[config.mk]
export PLATFORM = sky130hd
export DESIGN_NAME = pst_top
export DESIGN_NICKNAME = d
export VERILOG_FILES = /design/src/logic/pst_pkg.sv /design/src/logic/pst_top.sv /design/src/logic/pst_prbs_gen.sv /design/src/logic/pst_prbs_chk.sv
export SDC_FILE = /design/constraint.sdc
export NUM_CORES = 1
export LEC_CHECK = 0
export BUFFER_PORTS_ARGS = -buffer_cell sky130_fd_sc_hd__clkbuf_2
export CAP_MARGIN = 15
export CORE_MARGIN = 3
export CORE_UTILIZATION = 30
export CTS_CLUSTER_SIZE = 10
export DETAILED_ROUTE_END_ITERATION = 6
export GPL_TIMING_DRIVEN = 0
export SYNTH_ARGS = -nofsm -noshare
export SYNTH_HDL_FRONTEND = slang
export SYNTH_HIERARCHICAL = 1
export SYNTH_SLANG_ARGS = --single-unit
[constraint.sdc]
create_clock -name ref_clk -period 4.61 [get_ports ref_clk]
set_input_delay 0.461 -clock ref_clk [delete_from_list [all_inputs] [get_ports ref_clk]]
set_output_delay 0.461 -clock ref_clk [all_outputs]
set_load 0.005 [all_outputs]
[src/logic/pst_pkg.sv]
// Shared constants for the pseudorandom self-test and loopback block
package pst_pkg;
  // Synchronised pin vector layout
  localparam int PIN_W = 11;
  localparam int P_TXP = 0;
  localparam int P_TXN = 1;
  localparam int P_TXCLK = 2;
  localparam int P_LINA = 3;
  localparam int P_LINB = 4;
  localparam int P_INJ = 5;
  localparam int P_ILOOP = 6;
  localparam int P_LDIS = 7;
  localparam int P_TLOOP = 8;
  localparam int P_LLOOP = 9;
  localparam int P_CODER = 10;
  // Active-low controls come out of reset inactive (high)
  localparam logic [10:0] PIN_RST = 11'h7e0;
  // Register map
  localparam int ADDR_W = 4;
  localparam int DATA_W = 8;
  localparam logic [3:0] OFS_STATUS = 4'h0;
  localparam logic [3:0] OFS_MASK = 4'h4;
  localparam logic [3:0] OFS_STATE = 4'h8;
  localparam int EV_W = 2;
  localparam int EV_PASS_UP = 0;
  localparam int EV_PASS_DOWN = 1;
  // Sequence generator and analyser
  localparam int LFSR_W = 15;
  localparam int TAP_A = 14;
  localparam int TAP_B = 13;
  localparam logic [14:0] LFSR_SEED = 15'h7fff;
  localparam logic [4:0] PASS_RUN = 5'h0f;
  localparam int BIT_DIV_DEF = 4;
  // Line symbol, {negative, positive}
  typedef enum logic [1:0] {
    SYM_ZERO = 2'h0,
    SYM_POS = 2'h1,
    SYM_NEG = 2'h2
  } pst_sym_t;
  // Analyser lock state, Gray along hunt, verify, pass
  typedef enum logic [1:0] {
    AN_HUNT = 2'h0,
    AN_VERIFY = 2'h1,
    AN_PASS = 2'h3
  } pst_an_t;
endpackage

[src/logic/pst_top.sv]
// Self-test generator, analyser, coder and loopback paths of a line unit
`timescale 1ns/1ns
`default_nettype none
module pst_top #(
  parameter int BIT_DIV = pst_pkg::BIT_DIV_DEF
) (
  // Clock and reset
  input wire logic ref_clk,
  input wire logic resetn,
  // Transmit side pins
  input wire logic tx_positive_data,
  input wire logic tx_negative_data,
  input wire logic tx_input_clock,
  // Line side pins
  input wire logic line_in_a,
  input wire logic line_in_b,
  output logic line_out_pos,
  output logic line_out_neg,
  // Test and mode controls, active low except coder_enable_n, which turns the coder on when high
  input wire logic seq_inject_n,
  input wire logic internal_loop_n,
  input wire logic line_out_disable_n,
  input wire logic terminal_loop_n,
  input wire logic line_loop_n,
  input wire logic coder_enable_n,
  // Receive side pins
  output logic rx_positive_data,
  output logic rx_negative_data,
  output logic recovered_clock_out,
  output logic selftest_pass,
  // Register port
  input wire logic [pst_pkg::ADDR_W-1:0] reg_addr,
  input wire logic [pst_pkg::DATA_W-1:0] reg_wdata,
  input wire logic reg_wr,
  input wire logic reg_rd,
  output logic [pst_pkg::DATA_W-1:0] reg_rdata,
  output logic irq
);
  initial begin
    if (BIT_DIV < 2 || BIT_DIV > 255) $error("pst_top: BIT_DIV out of range");
  end

  localparam logic [7:0] DIV_LAST = 8'(BIT_DIV - 1);
  localparam logic [7:0] DIV_HALF = 8'(BIT_DIV / 2);

  logic rst_meta_q;
  logic rst_n;
  logic [pst_pkg::PIN_W-1:0] pins;
  logic [pst_pkg::PIN_W-1:0] sy1_q;
  logic [pst_pkg::PIN_W-1:0] sy2_q;
  logic [pst_pkg::PIN_W-1:0] sy3_q;
  logic [pst_pkg::PIN_W-1:0] pin_q;
  logic [pst_pkg::PIN_W-1:0] agree;

  // Reset release through two flops
  always_ff @(posedge ref_clk or negedge resetn) begin
    if (!resetn) begin
      rst_meta_q <= 1'b0;
      rst_n <= 1'b0;
    end else begin
      rst_meta_q <= 1'b1;
      rst_n <= rst_meta_q;
    end
  end

  // Pins are asynchronous; accept a level only once stages two and three agree
  assign pins = {coder_enable_n, line_loop_n, terminal_loop_n,
                 line_out_disable_n, internal_loop_n, seq_inject_n,
                 line_in_b, line_in_a, tx_input_clock,
                 tx_negative_data, tx_positive_data};
  assign agree = ~(sy2_q ^ sy3_q);

  always_ff @(posedge ref_clk or negedge rst_n) begin
    if (!rst_n) begin
      sy1_q <= pst_pkg::PIN_RST;
      sy2_q <= pst_pkg::PIN_RST;
      sy3_q <= pst_pkg::PIN_RST;
      pin_q <= pst_pkg::PIN_RST;
    end else begin
      sy1_q <= pins;
      sy2_q <= sy1_q;
      sy3_q <= sy2_q;
      pin_q <= (pin_q & ~agree) | (sy3_q & agree);
    end
  end

  // Decoded controls, true when the mode is active
  logic inj_on, iloop_on, ldis_on, tloop_on, lloop_on, coder_on;
  assign inj_on = !pin_q[pst_pkg::P_INJ];
  assign iloop_on = !pin_q[pst_pkg::P_ILOOP];
  assign ldis_on = !pin_q[pst_pkg::P_LDIS];
  assign tloop_on = !pin_q[pst_pkg::P_TLOOP];
  assign lloop_on = !pin_q[pst_pkg::P_LLOOP];
  assign coder_on = pin_q[pst_pkg::P_CODER];

  // Bit slot timing; recovered clock high in the first half of a slot
  logic [7:0] div_q;
  logic tick;
  assign tick = (div_q == DIV_LAST);
  always_ff @(posedge ref_clk or negedge rst_n) begin
    if (!rst_n) div_q <= 8'h00;
    else div_q <= tick ? 8'h00 : div_q + 8'h01;
  end

  // Sequence generator and analyser
  logic prbs_bit;
  logic an_pass;
  logic [4:0] an_run;
  logic rx_bit;

  pst_prbs_gen u_gen (
    .clk(ref_clk),
    .rst_n(rst_n),
    .step(tick),
    .bit_out(prbs_bit)
  );

  // Watches the receive bit that drives rx_positive_data outside terminal loop, own or outside sequence
  pst_prbs_chk u_chk (
    .clk(ref_clk),
    .rst_n(rst_n),
    .step(tick),
    .bit_in(rx_bit),
    .pass(an_pass),
    .run(an_run)
  );

  // Receive state declared early; the transmit source reads it
  pst_pkg::pst_sym_t rin_q;
  logic [2:0] dec_q;
  logic rlast_pos_q;

  // Transmit source: line loop, then injection, then pins
  logic src_p, src_n;
  assign src_p = lloop_on ? rx_bit :
                 inj_on ? prbs_bit : pin_q[pst_pkg::P_TXP];
  assign src_n = lloop_on ? (!coder_on && rin_q == pst_pkg::SYM_NEG) :
                 inj_on ? 1'b0 : pin_q[pst_pkg::P_TXN];

  // Zero-substitution encoder with three-slot lookahead
  pst_pkg::pst_sym_t enc0_q, enc1_q, enc2_q, new_sym, bsym;
  logic [1:0] zrun_q;
  logic last_pos_q, odd_q, zsub, sub_even, pulse_pos;

  assign zsub = coder_on && !src_p && (zrun_q == 2'h2);
  assign sub_even = zsub && !odd_q;
  // Violation copies last pulse if odd, else follows an inserted opposite B
  assign pulse_pos = zsub ? (odd_q ? last_pos_q : !last_pos_q) : !last_pos_q;
  assign bsym = last_pos_q ? pst_pkg::SYM_NEG : pst_pkg::SYM_POS;
  assign new_sym = !coder_on ?
                   (src_p ? pst_pkg::SYM_POS :
                    src_n ? pst_pkg::SYM_NEG : pst_pkg::SYM_ZERO) :
                   (src_p || zsub) ?
                   (pulse_pos ? pst_pkg::SYM_POS : pst_pkg::SYM_NEG) :
                   pst_pkg::SYM_ZERO;

  always_ff @(posedge ref_clk or negedge rst_n) begin
    if (!rst_n) begin
      enc0_q <= pst_pkg::SYM_ZERO;
      enc1_q <= pst_pkg::SYM_ZERO;
      enc2_q <= pst_pkg::SYM_ZERO;
      zrun_q <= 2'h0;
      last_pos_q <= 1'b0;
      odd_q <= 1'b0;
    end else if (tick) begin
      enc0_q <= new_sym;
      enc1_q <= enc0_q;
      enc2_q <= sub_even ? bsym : enc1_q;
      zrun_q <= (src_p || zsub) ? 2'h0 : zrun_q + 2'h1;
      if (src_p || zsub) last_pos_q <= pulse_pos;
      odd_q <= zsub ? 1'b0 : (src_p ? !odd_q : odd_q);
    end
  end

  // Line output; forced low while disabled
  always_ff @(posedge ref_clk or negedge rst_n) begin
    if (!rst_n) begin
      line_out_pos <= 1'b0;
      line_out_neg <= 1'b0;
    end else begin
      line_out_pos <= !ldis_on && enc2_q == pst_pkg::SYM_POS;
      line_out_neg <= !ldis_on && enc2_q == pst_pkg::SYM_NEG;
    end
  end

  // Receive input: encoder output on internal loop, else line pins
  pst_pkg::pst_sym_t rx_in;
  logic rpulse, viol;
  assign rx_in = iloop_on ? enc2_q :
                 pin_q[pst_pkg::P_LINA] ? pst_pkg::SYM_POS :
                 pin_q[pst_pkg::P_LINB] ? pst_pkg::SYM_NEG :
                 pst_pkg::SYM_ZERO;
  assign rpulse = (rx_in != pst_pkg::SYM_ZERO);
  // Same polarity twice marks a substitution to be removed
  assign viol = rpulse && ((rx_in == pst_pkg::SYM_POS) == rlast_pos_q);
  assign rx_bit = coder_on ? dec_q[2] : (rin_q == pst_pkg::SYM_POS);

  always_ff @(posedge ref_clk or negedge rst_n) begin
    if (!rst_n) begin
      rin_q <= pst_pkg::SYM_ZERO;
      dec_q <= 3'h0;
      rlast_pos_q <= 1'b0;
    end else if (tick) begin
      rin_q <= rx_in;
      // V and both slots before it are cleared, B included
      dec_q <= viol ? 3'h0 : {dec_q[1:0], rpulse};
      if (rpulse) rlast_pos_q <= (rx_in == pst_pkg::SYM_POS);
    end
  end

  // Receive outputs; terminal loop passes pins and clock straight across
  always_ff @(posedge ref_clk or negedge rst_n) begin
    if (!rst_n) begin
      rx_positive_data <= 1'b0;
      rx_negative_data <= 1'b0;
      recovered_clock_out <= 1'b0;
      selftest_pass <= 1'b0;
    end else begin
      selftest_pass <= an_pass;
      if (tloop_on) begin
        rx_positive_data <= pin_q[pst_pkg::P_TXP];
        rx_negative_data <= pin_q[pst_pkg::P_TXN];
        recovered_clock_out <= pin_q[pst_pkg::P_TXCLK];
      end else begin
        rx_positive_data <= rx_bit;
        rx_negative_data <= !coder_on && rin_q == pst_pkg::SYM_NEG;
        recovered_clock_out <= (div_q < DIV_HALF);
      end
    end
  end

  // Event flags, mask and register reads
  logic [pst_pkg::EV_W-1:0] status_q, mask_q, ev, clr;
  logic pass_old_q;
  logic sel_status, sel_mask, sel_state;
  logic [pst_pkg::DATA_W-1:0] rd_mux;

  assign ev = {pass_old_q && !an_pass, !pass_old_q && an_pass};
  assign sel_status = (reg_addr == pst_pkg::OFS_STATUS);
  assign sel_mask = (reg_addr == pst_pkg::OFS_MASK);
  assign sel_state = (reg_addr == pst_pkg::OFS_STATE);
  // Set wins over a write-one clear in the same cycle
  assign clr = (reg_wr && sel_status) ? reg_wdata[pst_pkg::EV_W-1:0] : '0;
  assign rd_mux = sel_status ? {6'h00, status_q} :
                  sel_mask ? {6'h00, mask_q} :
                  sel_state ? {2'h0, an_run, an_pass} : 8'h00;

  always_ff @(posedge ref_clk or negedge rst_n) begin
    if (!rst_n) begin
      status_q <= '0;
      mask_q <= '0;
      pass_old_q <= 1'b0;
      irq <= 1'b0;
      reg_rdata <= 8'h00;
    end else begin
      pass_old_q <= an_pass;
      status_q <= (status_q & ~clr) | ev;
      if (reg_wr && sel_mask) mask_q <= reg_wdata[pst_pkg::EV_W-1:0];
      irq <= |(status_q & mask_q);
      reg_rdata <= reg_rd ? rd_mux : 8'h00;
    end
  end

  // Checks on the data paths
  chk_line_forced_low: assert property (@(posedge ref_clk) disable iff (!rst_n)
    ldis_on |=> !line_out_pos && !line_out_neg)
    else $error("line output active while disabled");
  chk_term_loop_data: assert property (@(posedge ref_clk) disable iff (!rst_n)
    tloop_on |=> rx_positive_data == $past(pin_q[pst_pkg::P_TXP]))
    else $error("terminal loop did not pass transmit data");
  chk_coder_neg_low: assert property (@(posedge ref_clk) disable iff (!rst_n)
    coder_on && !tloop_on |=> !rx_negative_data)
    else $error("negative rail active with decoder on");
  chk_inject_source: assert property (@(posedge ref_clk) disable iff (!rst_n)
    tick && inj_on && !lloop_on && prbs_bit |=> enc0_q != pst_pkg::SYM_ZERO)
    else $error("sequence not injected");
  chk_line_loop_src: assert property (@(posedge ref_clk) disable iff (!rst_n)
    tick && lloop_on && rx_bit |=> enc0_q != pst_pkg::SYM_ZERO)
    else $error("line loop not fed back");
  chk_subst_pulse: assert property (@(posedge ref_clk) disable iff (!rst_n)
    tick && zsub |=> enc0_q != pst_pkg::SYM_ZERO)
    else $error("third zero not substituted");
  chk_int_loop_path: assert property (@(posedge ref_clk) disable iff (!rst_n)
    tick && iloop_on |=> rin_q == $past(enc2_q))
    else $error("internal loop not routed to receive");
  chk_pass_output: assert property (@(posedge ref_clk) disable iff (!rst_n)
    selftest_pass |-> $past(an_run) >= pst_pkg::PASS_RUN - 5'h01)
    else $error("pass shown without a verified run");
endmodule
`default_nettype wire

[src/logic/pst_prbs_gen.sv]
// Fifteen-stage maximal-length sequence generator
`timescale 1ns/1ns
`default_nettype none
module pst_prbs_gen #(
  parameter int W = pst_pkg::LFSR_W
) (
  // Clock and reset
  input wire logic clk,
  input wire logic rst_n,
  // Advance one bit
  input wire logic step,
  output logic bit_out
);
  initial begin
    if (W != pst_pkg::LFSR_W) $error("pst_prbs_gen: only 15 stages");
  end

  logic [W-1:0] sr_q;
  logic fb;

  // Taps 15 and 14
  assign fb = sr_q[pst_pkg::TAP_A] ^ sr_q[pst_pkg::TAP_B];
  assign bit_out = fb;

  // Nonzero seed, otherwise the register would lock at zero
  always_ff @(posedge clk or negedge rst_n) begin
    if (!rst_n) begin
      sr_q <= pst_pkg::LFSR_SEED;
    end else if (step) begin
      sr_q <= {sr_q[W-2:0], fb};
    end
  end

  chk_gen_never_zero: assert property (@(posedge clk) disable iff (!rst_n)
    sr_q != '0) else $error("generator fell into all-zero state");
endmodule
`default_nettype wire

[src/logic/pst_prbs_chk.sv]
// Self-synchronising sequence analyser with pass flag
`timescale 1ns/1ns
`default_nettype none
module pst_prbs_chk #(
  parameter int W = pst_pkg::LFSR_W
) (
  // Clock and reset
  input wire logic clk,
  input wire logic rst_n,
  // Received bit stream
  input wire logic step,
  input wire logic bit_in,
  // Verdict
  output logic pass,
  output logic [4:0] run
);
  initial begin
    if (W != pst_pkg::LFSR_W) $error("pst_prbs_chk: only 15 stages");
  end

  logic [W-1:0] sr_q;
  logic [4:0] run_q;
  pst_pkg::pst_an_t st_q;
  pst_pkg::pst_an_t st_d;
  logic predict;
  logic match;

  // Prediction from the bits already seen; they are reloaded each step
  assign predict = sr_q[pst_pkg::TAP_A] ^ sr_q[pst_pkg::TAP_B];
  assign match = (bit_in == predict) && (sr_q != '0);
  assign pass = (st_q == pst_pkg::AN_PASS);
  assign run = run_q;

  // Lock progression; any mismatch falls back to hunting
  always_comb begin
    st_d = st_q;
    case (st_q)
      pst_pkg::AN_HUNT: begin
        if (step && match) st_d = pst_pkg::AN_VERIFY;
      end
      pst_pkg::AN_VERIFY: begin
        if (step && !match) st_d = pst_pkg::AN_HUNT;
        else if (step && run_q == pst_pkg::PASS_RUN - 5'h01)
          st_d = pst_pkg::AN_PASS;
      end
      pst_pkg::AN_PASS: begin
        if (step && !match) st_d = pst_pkg::AN_HUNT;
      end
      default: st_d = pst_pkg::AN_HUNT;
    endcase
  end

  // Shift register fills from the line itself
  always_ff @(posedge clk or negedge rst_n) begin
    if (!rst_n) begin
      sr_q <= '0;
      run_q <= '0;
      st_q <= pst_pkg::AN_HUNT;
    end else begin
      st_q <= st_d;
      if (step) begin
        sr_q <= {sr_q[W-2:0], bit_in};
        if (!match) run_q <= '0;
        else if (run_q != pst_pkg::PASS_RUN) run_q <= run_q + 5'h01;
      end
    end
  end

  chk_pass_needs_run: assert property (@(posedge clk) disable iff (!rst_n)
    $rose(pass) |-> $past(run_q) == pst_pkg::PASS_RUN - 5'h01)
    else $error("pass raised before fifteen agreeing bits");
  chk_mismatch_drops_pass: assert property (@(posedge clk)
    disable iff (!rst_n) step && !match |=> !pass && run_q == '0)
    else $error("pass survived a mismatch");
endmodule
`default_nettype wire

Word-level counts from Yosys, hierarchy flattened

Cells that the tools add are included.

Reductions and logical operators: 34
Add/subtract/negate cells: 3
Bitwise logic cells: 12
Multiplexer cells: 37
Eq/ne operators: 19
Magnitude comparators: 1
Shift operators: 0
Multiply operators: 0
Div/mod/pow operators: 0

Operator list:

| operator            | number |
|---|---|
| $mux 2              | 16 |
| $mux 6              | 4 |
| $and 11x11->11      | 2 |
| $not 11->11         | 2 |
| $logic_and 1x1->1   | 15 |
| $reduce_bool 15->1  | 1 |
| $mux 1              | 12 |
| $or 11x11->11       | 1 |
| $xor 11x11->11      | 1 |
| $mux 5              | 2 |
| $add 8x1->8 const B | 1 |
| $eq 2x1->1 const B  | 4 |
| $eq 2x2->1 const B  | 4 |
| $eq 8x2->1 const B  | 1 |
| $lt 8x2->1 const B  | 1 |
| $mux 8              | 1 |
| $reduce_and 2->1    | 4 |
| $logic_not 1->1     | 7 |
| $pmux 2 s3          | 1 |
| $add 5x1->5 const B | 1 |
| $eq 5x4->1 const B  | 1 |
| $ne 5x4->1 const B  | 1 |
| $and 2x2->2         | 2 |
| $eq 4x3->1 const B  | 1 |
| other kinds (16)    | 20 |

Bits in latches: 0
Memories: 0
Logic and storage cells: 136
Bits in read-only memories: 0
Input port bits: 27
Bits in writable memories: 0
Register bits: 124

Depth between registers and ports, before layout

Gate-level depths: netlist (run 1).

Word-level depth: 10
Depth in mapped cells: 9
Gate-level depth less buffers: 7

Hierarchy

The synthesis (run 1) kept the hierarchy.

By module, submodules not included:

| module       | times used | area each (um2) | cells an instance | seq. area each (um2) |
|---|---|---|---|---|
| pst_top      | 1          | 3,184.3         | 230               | 2,207.1 |
| pst_prbs_chk | 1          | 1,029.7         | 77                | 550.5 |
| pst_prbs_gen | 1          | 640.6           | 33                | 394.1 |

Least setup slack after synthesis (run 1)

No wires, ideal clock.

Path kind: register to register
Start: register div_q[4]
End: register u_chk.sr_q[10]
Slack: 2.308 ns
Stages on the path, launching flop included: 8
Required time: 4.485 ns
Data arrival time: 2.178 ns
Buffers on the path: 3
Library setup time: 0.125 ns
Path through: dfrtp_1 -> nor4_4 -> nand3_4 -> inv_1 -> buf_2 -> clkbuf_1 -> buf_1 -> mux2_2

Word-level cells in the longest chain between the ends: 1

Ends and longest elaborated chain:

| element                  | line               | text |
|---|---|---|
| start: declaration       | pst_top.sv:97      | `logic [7:0] div_q;` |
| start signal: assignment | pst_top.sv:102     | `else div_q <= tick ? 8'h00 : div_q + 8'h01;` |
| $eq 8x2->1               | pst_top.sv:99      | `assign tick = (div_q == DIV_LAST);` |
| via tick                 | pst_top.sv:98      | `logic tick;` |
| end signal: assignment   | pst_prbs_chk.sv:62 | `sr_q <= {sr_q[W-2:0], bit_in};` |
| end: declaration         | pst_prbs_chk.sv:21 | `logic [W-1:0] sr_q;` |

The timed path passes the listed nets, and every way through them passes these cells.
A chain may end at the register's enable or synchronous reset.

Final worst setup path (run 1)

Start: register div_q[4]
End: register u_chk.sr_q[4]

The elaborated chain is that of the path after synthesis.

==> flow_summary.ini, run 1 <==
[sta]
fin_crit_sh_pct = 59.2
slew_viol_final = 0
setup_ws_ps = 1880
finalSetupViolations = 0
max_freq_mhz = 366
hold_violations = 0
worst_pin_slew_ps = 549
layout_min_cycle_time_ps = 2730
holdWs_ps = 133
rsz0062_at_grt = no
slew_headroom_pct = 63.4
skew_ps = 5.71

[synthesis]
syn_inst = 340
synth-edff-count = 0
synth_area_leaders = dfrtp_1 (44%), dfstp_2 (21%), mux2_2 (6.0%), mux2_4 (3.1%), maj3_1 (2.3%)
yosys.area.top_type = dfrtp_1
synth_ff_type = dfrtp_1
synth_common_cells = dfrtp_1 (85), dfstp_2 (39), mux2_2 (26)
synth_cell_types = 57
yosys_warnings = 6
synth_top_area_share_pct = 43.8
syn_area_per_cell_um2 = 14.3
yosysMostFrequentCell = dfrtp_1
synth-seq-cells = 124
seq_area_frac_synth_pct = 64.9
syn_area_um2 = 4850
synth_async_sr_flop_share_pct = 100

[critical_path]
critPathCaptureType = flip-flop
crit_type = reg2reg
worstPathRequired_ps = 4900
cp.arrival_ps = 3020
path_max_fanout = 11
start_kind = flip-flop

[floorplanning]
start_util_pct = 31.2
rows = 45
core-area_um2 = 15500
fp.dieH_um = 133
die_area_um2 = 17700
ios = 42
die_w_um = 133

[global_routing]
antenna_found_initial = 0
grtUsageTotal_pct = 9.69
grt_pass1_wl_mm = 13.6
grt_pass1_vias = 2847
grt_start_max_net_pins = 55
grt_overflow_total = 0

[clock_tree]
clkTransAtPathRegs_ps = 50
cts_htree_levels = 4
tritoncts = yes
root_buffer = clkbuf_16
clock_path_buffers = 2
cts_buffers = 17
clock_sinks = 124
clkLatencyLatePin_ps = 410
cts_setup_buffers = 0
post_cts_resized = 0

[job]
maxCapViolCount = 0

[finish]
antenna_cells = 0
syn_to_final_growth_pct = 23.2
fillers = 1467
final_layout_size_suffix_gt1_share_pct = 39.0
finalNonFillerCells = 619
layout.nets = 428
final_core_util_pct = 38.5

[pwr]
p_leak_nw = 2.66
vdd_ir_drop_max_mv = 0.295
power_density_nw_per_um2 = 521

[place]
gp_congestion = 0.740
io_buffers = 33
dp.final_hpwl_mm = 5.35
place_inst = 587
dp_slack_ps = 1880

[route]
route.antenna.remaining_nets = 0
drt-wirelength-per-cell_um = 12.7
viasPerCell = 4.50
drt_iter0_drc = 95
wirelength_mm = 7.85
drc = 0
vias = 2784
firstDrtPassIters = 4

[min_path]
hold_path_class = in2reg

[run_status]
status = completed
## placed cells by master (no fill, tap or decap), drive strengths merged, types with 4 or more instances in the layout
cell type	instances
dfstp	39
xnor2	6
and2	7
mux2	36
nand2	22
o2bb2ai	4
maj3	11
o21ai	13
inv	9
a21oi	6
nor2	13
ha	5
nor3b	4
mux2i	4
or4	6
nand3	10
nand3b	5
clkbuf	56
bufinv	4
buf	12
dfrtp	85
## stage by stage
| stage | TNS, ps | power (mW) | cell area, um^2 |
|---|---|---|---|
| after CTS | 0 | 3.16 | 5980 |
| final | 0 | 3.12 | 5980 |
| after floorplan | 0 | 1.64 | 4860 |
| after global placement | -18910 | 1.73 | 5290 |
| after detailed placement | 0 | 1.76 | 5350 |
| after global routing | 0 | 3.28 | 5980 |
## area by class of cell
class	instances	area (um^2)	share of cell area, %
Clock inverter	11	166	2.78
Clock buffer	20	457	7.64
Buffer	13	85.1	1.42
Timing Repair Buffer	36	230	3.85
Sequential cell	124	3160	52.8
Inverter	8	30.0	0.502
Multi-Input combinational cell	196	1590	26.6
Tap cell	211	264	4.42
## state kept, by name (all words and copies together), names as in the netlist, 3 cells and up, named ones only
name        count
div_q           8
u_chk/run       5
u_gen/sr_q     15
sy1_q          11
reg_rdata       6
sy2_q          11
dec_q           3
sy3_q          11
u_chk/sr_q     15
## metal layers
metal / up-vias / track usage [%] / wire length (um)
met2: 49 / 14.3 / 3700
met3: 17 / 3.47 / 278
met1: 1400 / 12.2 / 3680
met4: 0 / 5.71 / 191
met5: - / 0 / 0
li1: 1318 / - / -
## worst paths after layout
kind	to	depth (start not counted)	slack, ps	start
min in group asynchronous	sy1_q[4]$_DFF_PN0_	0	210	rst_n$_DFF_PN0_
worst max register to register	u_chk/sr_q[4]$_DFFE_PN0P_	7	1880	div_q[4]$_DFF_PN0_
max in group asynchronous	u_gen/sr_q[8]$_DFFE_PN1P_	2	3530	rst_n$_DFF_PN0_
worst max-delay path	u_chk/sr_q[4]$_DFFE_PN0P_	7	1880	div_q[4]$_DFF_PN0_
worst min register to register	sy1_q[4]$_DFF_PN0_	0	210	rst_n$_DFF_PN0_
worst min-delay path	sy1_q[5]$_DFF_PN1_	1	130	seq_inject_n
## critical path, stage by stage, from the launching register on
cell and delay, ps:
dfrtp_1 420, nor4_4 360, nand3_4 180, inv_1 170
buf_2 270, clkbuf_1 330, buf_1 480, mux2_2 400
## power breakdown
part / switching (mW) / internal (mW) / leakage, nW / total, mW
Sequential: 0.114 / 1.25 / 1.49 / 1.36
Clock: 0.449 / 0.927 / 0.298 / 1.38
Combinational: 0.182 / 0.196 / 0.864 / 0.378
Total: 0.745 / 2.37 / 2.66 / 3.12
## what timing repair did
action | CTS | global route
endpoints found under the setup margin | 0 | 0
hold buffers | 1 | 0
endpoints found under the hold margin | 2 | 0
## cells by family (layout without fill, tap and decap cells)
group | count (synthesis) | count (layout) | synth area share, %
fa+ha+maj | 16 | 16 | 3.56
other cells | 2 | 3 | 0.155
simple gates | 85 | 85 | 10.5
mux | 40 | 40 | 9.95
compound gates | 44 | 44 | 6.70
buf+inv | 21 | 88 | 2.37
xor+xnor | 8 | 8 | 1.80
flops | 124 | 124 | 64.9
No activity file was read; power rests on OpenSTA's default activity.
==> run 2, diff against run 1 <==
--- a/config.mk
+++ b/config.mk
@@ -5,6 +5,7 @@
 export SDC_FILE = /design/constraint.sdc
 export NUM_CORES = 1
 export LEC_CHECK = 0
+export ABC_AREA = 1
 export BUFFER_PORTS_ARGS = -buffer_cell sky130_fd_sc_hd__clkbuf_2
 export CAP_MARGIN = 15
 export CORE_MARGIN = 3
==> constraint.sdc (replaced) <==
create_clock -name ref_clk -period 2.55 [get_ports ref_clk]
set_input_delay 0.255 -clock ref_clk [delete_from_list [all_inputs] [get_ports ref_clk]]
set_output_delay 0.255 -clock ref_clk [all_outputs]
set_load 0.005 [all_outputs]
==> run 2 against run 1 <==
Effect of this change: final cell count is 26% higher; synthesized area grew 1.6%; die area up 1.5%; highest routed layer unchanged; synthesized cell count grew 42%; clock skew rose by 7.2 ps.
==> flow_summary.ini, run 2 <==
[place]
gp_congestion = 0.762
dp.final_hpwl_mm = 5.64
io_buffers = 33

[finish]
fillers = 1579
layout.nets = 582
antenna_cells = 0
final_cell_mix = nand2_1 (103), dfrtp_1 (84), inv_1 (62), dfstp_2 (39), nor2_1 (38)
syn_to_final_growth_pct = 24.2
mostFrequentLayoutCell = nand2_1
multiInputGateArea_um2 = 1430
top_regs = u_chk/sr_q: 15 flops, u_gen/sr_q: 15 flops
seq_area_um2 = 3160
final_core_util_pct = 38.3
final_layout_size_suffix_gt1_share_pct = 25.0

[job]
maxCapViolCount = 0

[clock_tree]
cts_hold_buf = 12
root_buffer = clkbuf_16
post_cts_resized = 0
tritoncts = yes
clock_sinks = 124
cts_buffers = 17
clkLatencyLatePin_ps = 410
cts_htree_levels = 4
clkTransAtPathRegs_ps = 60
clock_path_buffers = 2
cts_setup_buffers = 0

[floorplanning]
die_w_um = 134
ios = 42
die_area_um2 = 18000
core-area_um2 = 16000
rows = 46
fp.dieH_um = 134
start_util_pct = 30.8

[global_routing]
antenna_found_initial = 0
grt_pass1_vias = 3353
grt_overflow_total = 0
grt_pass1_wl_mm = 14.6
grtUsageTotal_pct = 10.1
grt_start_max_net_pins = 74

[synthesis]
synth_common_cells = nand2_1 (103), dfrtp_1 (85), inv_1 (62)
synth_area_leaders = dfrtp_1 (43%), dfstp_2 (21%), nand2_1 (7.8%), inv_1 (4.7%), o21ai_0 (3.8%)
synth_top_area_share_pct = 43.1
yosysMostFrequentCell = nand2_1
synth-seq-cells = 124
yosys_warnings = 6
syn_area_um2 = 4930
yosys.area.top_type = dfrtp_1
synth-edff-count = 0
seq_area_frac_synth_pct = 63.9
synth_async_sr_flop_share_pct = 100
syn_inst = 484
synth_cell_types = 37
synth_ff_type = dfrtp_1
syn_area_per_cell_um2 = 10.2

[pwr]
power_density_nw_per_um2 = 895
swShare_pct = 26.0
p_switching_mw = 1.42
pwr-share-seq_pct = 44.5
power_frac_comb_pct = 11.9
clkPwrFrac_pct = 43.6
totalPowerFinal_mw = 5.48
p_leak_nw = 2.88
intPower_mw = 4.06
vdd_ir_drop_max_mv = 0.603

[sta]
slew_viol_final = 0
layout_min_cycle_time_ps = 1970
finalSetupViolations = 0
skew_ps = 12.9
fin_crit_sh_pct = 77.4
holdWs_ps = 96.9
slew_headroom_pct = 55.4
worst_pin_slew_ps = 669
rsz0062_at_grt = no
hold_violations = 0
setup_tns_ps = 0
max_freq_mhz = 507

[route]
firstDrtPassIters = 5
drc = 0
route.antenna.remaining_nets = 0
drt_iter0_drc = 246
wirelength_mm = 8.35
viasPerCell = 4.23
drt-wirelength-per-cell_um = 10.7
vias = 3297

[critical_path]
start_kind = flip-flop
worstPathRequired_ps = 2830
cp.arrival_ps = 2250
critPathCaptureType = flip-flop
path_max_fanout = 13
crit_type = reg2reg

[min_path]
hold_path_class = in2reg

[run_status]
status = completed
==> run 2: changes by cell type after synthesis, moves of 7 or more <==
cell	delta
mux2_4	-10
nor2_1	+25
nand2_1	+81
nand3_1	+14
mux2_2	-26
inv_2	+7
nand4_1	+7
o21ai_0	+28
inv_1	+54
==> run 2: logic make-up after synthesis <==
logic type | synth area share (%)
AND/OR/NAND/NOR | 16.6
other | 0.152
adder cells (fa/ha/maj) | 3.50
multiplexers | 0.203
flip-flops | 63.9
AO/OA/AOI/OAI | 7.00
buffers and inverters | 7.20
XOR/XNOR | 1.42
==> run 2: power groups by stage <==
stage	clock network (mW)	logic (mW)	registers (mW)
floorplan	0	0.476	2.44
global placement	0	0.584	2.48
detailed placement	0	0.640	2.47
CTS	2.47	0.656	2.44
global route	2.55	0.753	2.48
finish	2.39	0.650	2.44
==> run 2: through the flow <==
stage | area [um^2] | worst slack [ps] | cells
finish | 6120 | 576 | 779
global route | 6120 | 349 | 779
CTS | 6120 | 558 | 779
detailed placement | 5400 | 585 | 735
global placement | 5370 | -164 | 734
floorplan | 4940 | 520 | 485
==> run 2: area by class of cell <==
cell class / instances / area share (%)
Sequential cell: 124 / 51.5
Multi-Input combinational cell: 279 / 23.3
Clock buffer: 18 / 7.01
Timing Repair Buffer: 46 / 5.11
Tap cell: 216 / 4.41
Inverter: 70 / 4.33
Clock inverter: 14 / 2.80
Buffer: 12 / 1.47
==> run 2: worst paths after layout <==
path / cells after the start / startpoint / to / slack [ps]
worst min-delay path: 3 / reg_rd / reg_rdata[1]$_DFF_PN0_ / 100
worst max-delay path: 7 / div_q[0]$_DFF_PN0_ / u_chk/sr_q[10]$_DFFE_PN0P_ / 580
max in group asynchronous: 1 / rst_n$_DFF_PN0_ / async pin / 1380
worst min register to register: 0 / sy1_q[1]$_DFF_PN0_ / sy2_q[1]$_DFF_PN0_ / 350
worst max register to register: 7 / div_q[0]$_DFF_PN0_ / u_chk/sr_q[10]$_DFFE_PN0P_ / 580
min in group asynchronous: 2 / resetn / rst_n$_DFF_PN0_ / 160
==> run 2: per-layer routing <==
layer	vias up	routed length [um]	global-route usage, %
li1	1654	-	-
met1	1582	3940	12.0
met2	55	4000	16.2
met3	6	348	3.53
met4	0	66	5.43
met5	-	0	0
==> run 2: critical path: stages (launching register included) <==
cell	delay [ps]
dfrtp_1	380
ha_1	200
nand2_1	80
nor2_2	190
buf_2	330
buf_2	290
buf_2	250
o21ai_0	120
==> run 3, diff against run 2 <==
==> constraint.sdc (replaced) <==
create_clock -name ref_clk -period 1.6 [get_ports ref_clk]
set_input_delay 0.16 -clock ref_clk [delete_from_list [all_inputs] [get_ports ref_clk]]
set_output_delay 0.16 -clock ref_clk [all_outputs]
set_load 0.005 [all_outputs]
==> run 3 against run 2 <==
Effect of this change: critical path depth up 4; wire length up 6.8%; setup slack got worse by 550 ps; clock-buffer cell count is 4 higher; maximum frequency up 25%; utilization grew 1.8 points; design area rose by 4.8%; die area unchanged; sequential power grew 60%; flip-flop and latch count stayed put; critical endpoint is now enc2_q[1]$_DFFE_PN0P_; largest cell class unchanged.
==> flow_summary.ini, run 3 (synthesized netlist as in run 2, its figures left out) <==
[critical_path]
worstPathRequired_ps = 1900
path_max_fanout = 5
start_kind = flip-flop
crit_type = reg2reg
cp.arrival_ps = 1870
critPathCaptureType = flip-flop

[route]
drt-wirelength-per-cell_um = 11.2
drc = 0
vias = 3380
viasPerCell = 4.25
drt_iter0_drc = 152
wirelength_mm = 8.92
route.antenna.remaining_nets = 0
firstDrtPassIters = 4

[finish]
layout.nets = 598
syn_to_final_growth_pct = 30.1
finalInstanceArea_um2 = 6410
final_layout_size_suffix_gt1_share_pct = 30.2
mostFrequentLayoutCell = nand2_1
antenna_cells = 0
finalNonFillerCells = 795
final_cell_mix = nand2_1 (95), dfrtp_1 (84), inv_1 (59), dfstp_2 (39)
top_regs = u_chk/sr_q: 15 flops, u_gen/sr_q: 15 flops

[floorplanning]
start_util_pct = 30.8
ios = 42
rows = 46
die_w_um = 134
die_area_um2 = 18000
core-area_um2 = 16000
fp.dieH_um = 134

[clock_tree]
tritoncts = yes
clkTransAtPathRegs_ps = 60
root_buffer = clkbuf_16
cts_buffers = 17
clock_path_buffers = 2
clock_sinks = 124
clkLatencyLatePin_ps = 410
cts_htree_levels = 4

[min_path]
hold_path_class = in2reg

[pwr]
pwr-share-seq_pct = 42.8
p_switching_mw = 2.29
swShare_pct = 25.1
p_leak_nw = 3.01
totalPowerFinal_mw = 9.12
vdd_ir_drop_max_mv = 0.861
power_density_nw_per_um2 = 1420
intPower_mw = 6.83
power_frac_comb_pct = 12.2
clkPwrFrac_pct = 45.0

[sta]
rsz0062_at_grt = yes
max_freq_mhz = 636
hold_violations = 0
slew_headroom_pct = 41.4
fin_crit_sh_pct = 98.3
finalSetupViolations = 0
slew_viol_final = 0
skew_ps = 6.11
layout_min_cycle_time_ps = 1570
worst_pin_slew_ps = 879

[global_routing]
grt_pass1_vias = 3460
grtUsageTotal_pct = 10.7
grt_pass1_wl_mm = 15.4
grt_overflow_total = 0
antenna_found_initial = 0
grt_start_max_net_pins = 70

[place]
placed_area_um2 = 5410
dp.final_hpwl_mm = 5.72
place_inst = 735
io_buffers = 33
gp_congestion = 0.765

[run_status]
status = completed

[job]
maxCapViolCount = 0
==> run 3: cell count changes in the layout (fill, tap and decap cells not counted), sizes merged <==
cell,previous run,this run
bufinv,3,4
clkinv,7,3
inv,71,70
clkbuf,52,57
dlygate4sd3,12,13
buf,12,26
==> run 3: power by group through the flow <==
stage	Combinational (mW)	Sequential [mW]	Clock, mW
2_1_floorplan	0.759	3.88	0
3_3_place_gp	0.931	3.95	0
3_5_place_dp	1.01	3.95	0
4_1_cts	1.06	3.90	4.21
5_1_grt	1.28	3.97	4.36
6_report	1.11	3.90	4.10
==> run 3: metal layers <==
layer	track usage (%)	vias to the layer above	part of all wire [%]
li1	-	1686	-
met1	12.7	1627	45
met2	17.5	58	50
met3	4.35	9	4.4
met4	4.02	0	1.1
met5	0	-	0
==> run 3: worst paths after layout <==
path                       cells after the start  slack, ps                     to                       start
max                                           11         30  enc2_q[1]$_DFFE_PN0P_  u_gen/sr_q[13]$_DFFE_PN1P_
min                                            3         20  mask_q[0]$_DFFE_PN0P_                reg_wdata[0]
max reg2reg                                   11         30  enc2_q[1]$_DFFE_PN0P_  u_gen/sr_q[13]$_DFFE_PN1P_
min reg2reg                                    0        350     sy2_q[2]$_DFF_PN0_          sy1_q[2]$_DFF_PN0_
max in group asynchronous                      1        350     sy3_q[7]$_DFF_PN1_             rst_n$_DFF_PN0_
min in group asynchronous                      2         70        rst_n$_DFF_PN0_                      resetn
==> run 3: repair_timing <==
action,4_1_cts,5_1_grt
setup endpoints to repair,38,30
hold buffers,13,0
gates resized for setup,12,23
hold endpoints to repair,15,0
setup buffers,3,10
pin swaps,2,22
gates cloned,1,1
==> run 3: layout make-up <==
class | instances | area (um^2)
Sequential cell | 124 | 3160
Timing Repair Buffer | 62 | 457
Clock inverter | 10 | 161
Tap cell | 216 | 270
Inverter | 70 | 273
Buffer | 12 | 119
Fill cell | 1563 | 9590
Clock buffer | 22 | 484
Multi-Input combinational cell | 279 | 1500
==> run 3: critical path, cell delays in order, from the launching register on <==
cell,delay [ps]
dfstp_2,550
nand2_2,60
and2_4,130
nand2_2,60
nand3_2,80
nand2_4,90
buf_6,110
nand4_1,120
nand2_1,100
nand2_1,50
nand2_1,50
nand2_1,50
==> run 3: per-stage QoR <==
stage | util (%) | hold WS (ps) | setup TNS (ps) | worst slack, ps
final | 40.1 | 19.4 | 0 | 27.2
after global routing | 40.1 | 21.4 | -872 | -67.3
after CTS | 39.0 | 1.09 | 0 | 4.53
after detailed placement | 33.8 | -52.0 | -5140 | -278
after global placement | 33.6 | -54.4 | -10580 | -229
after floorplan | - | -136 | 0 | 54.2
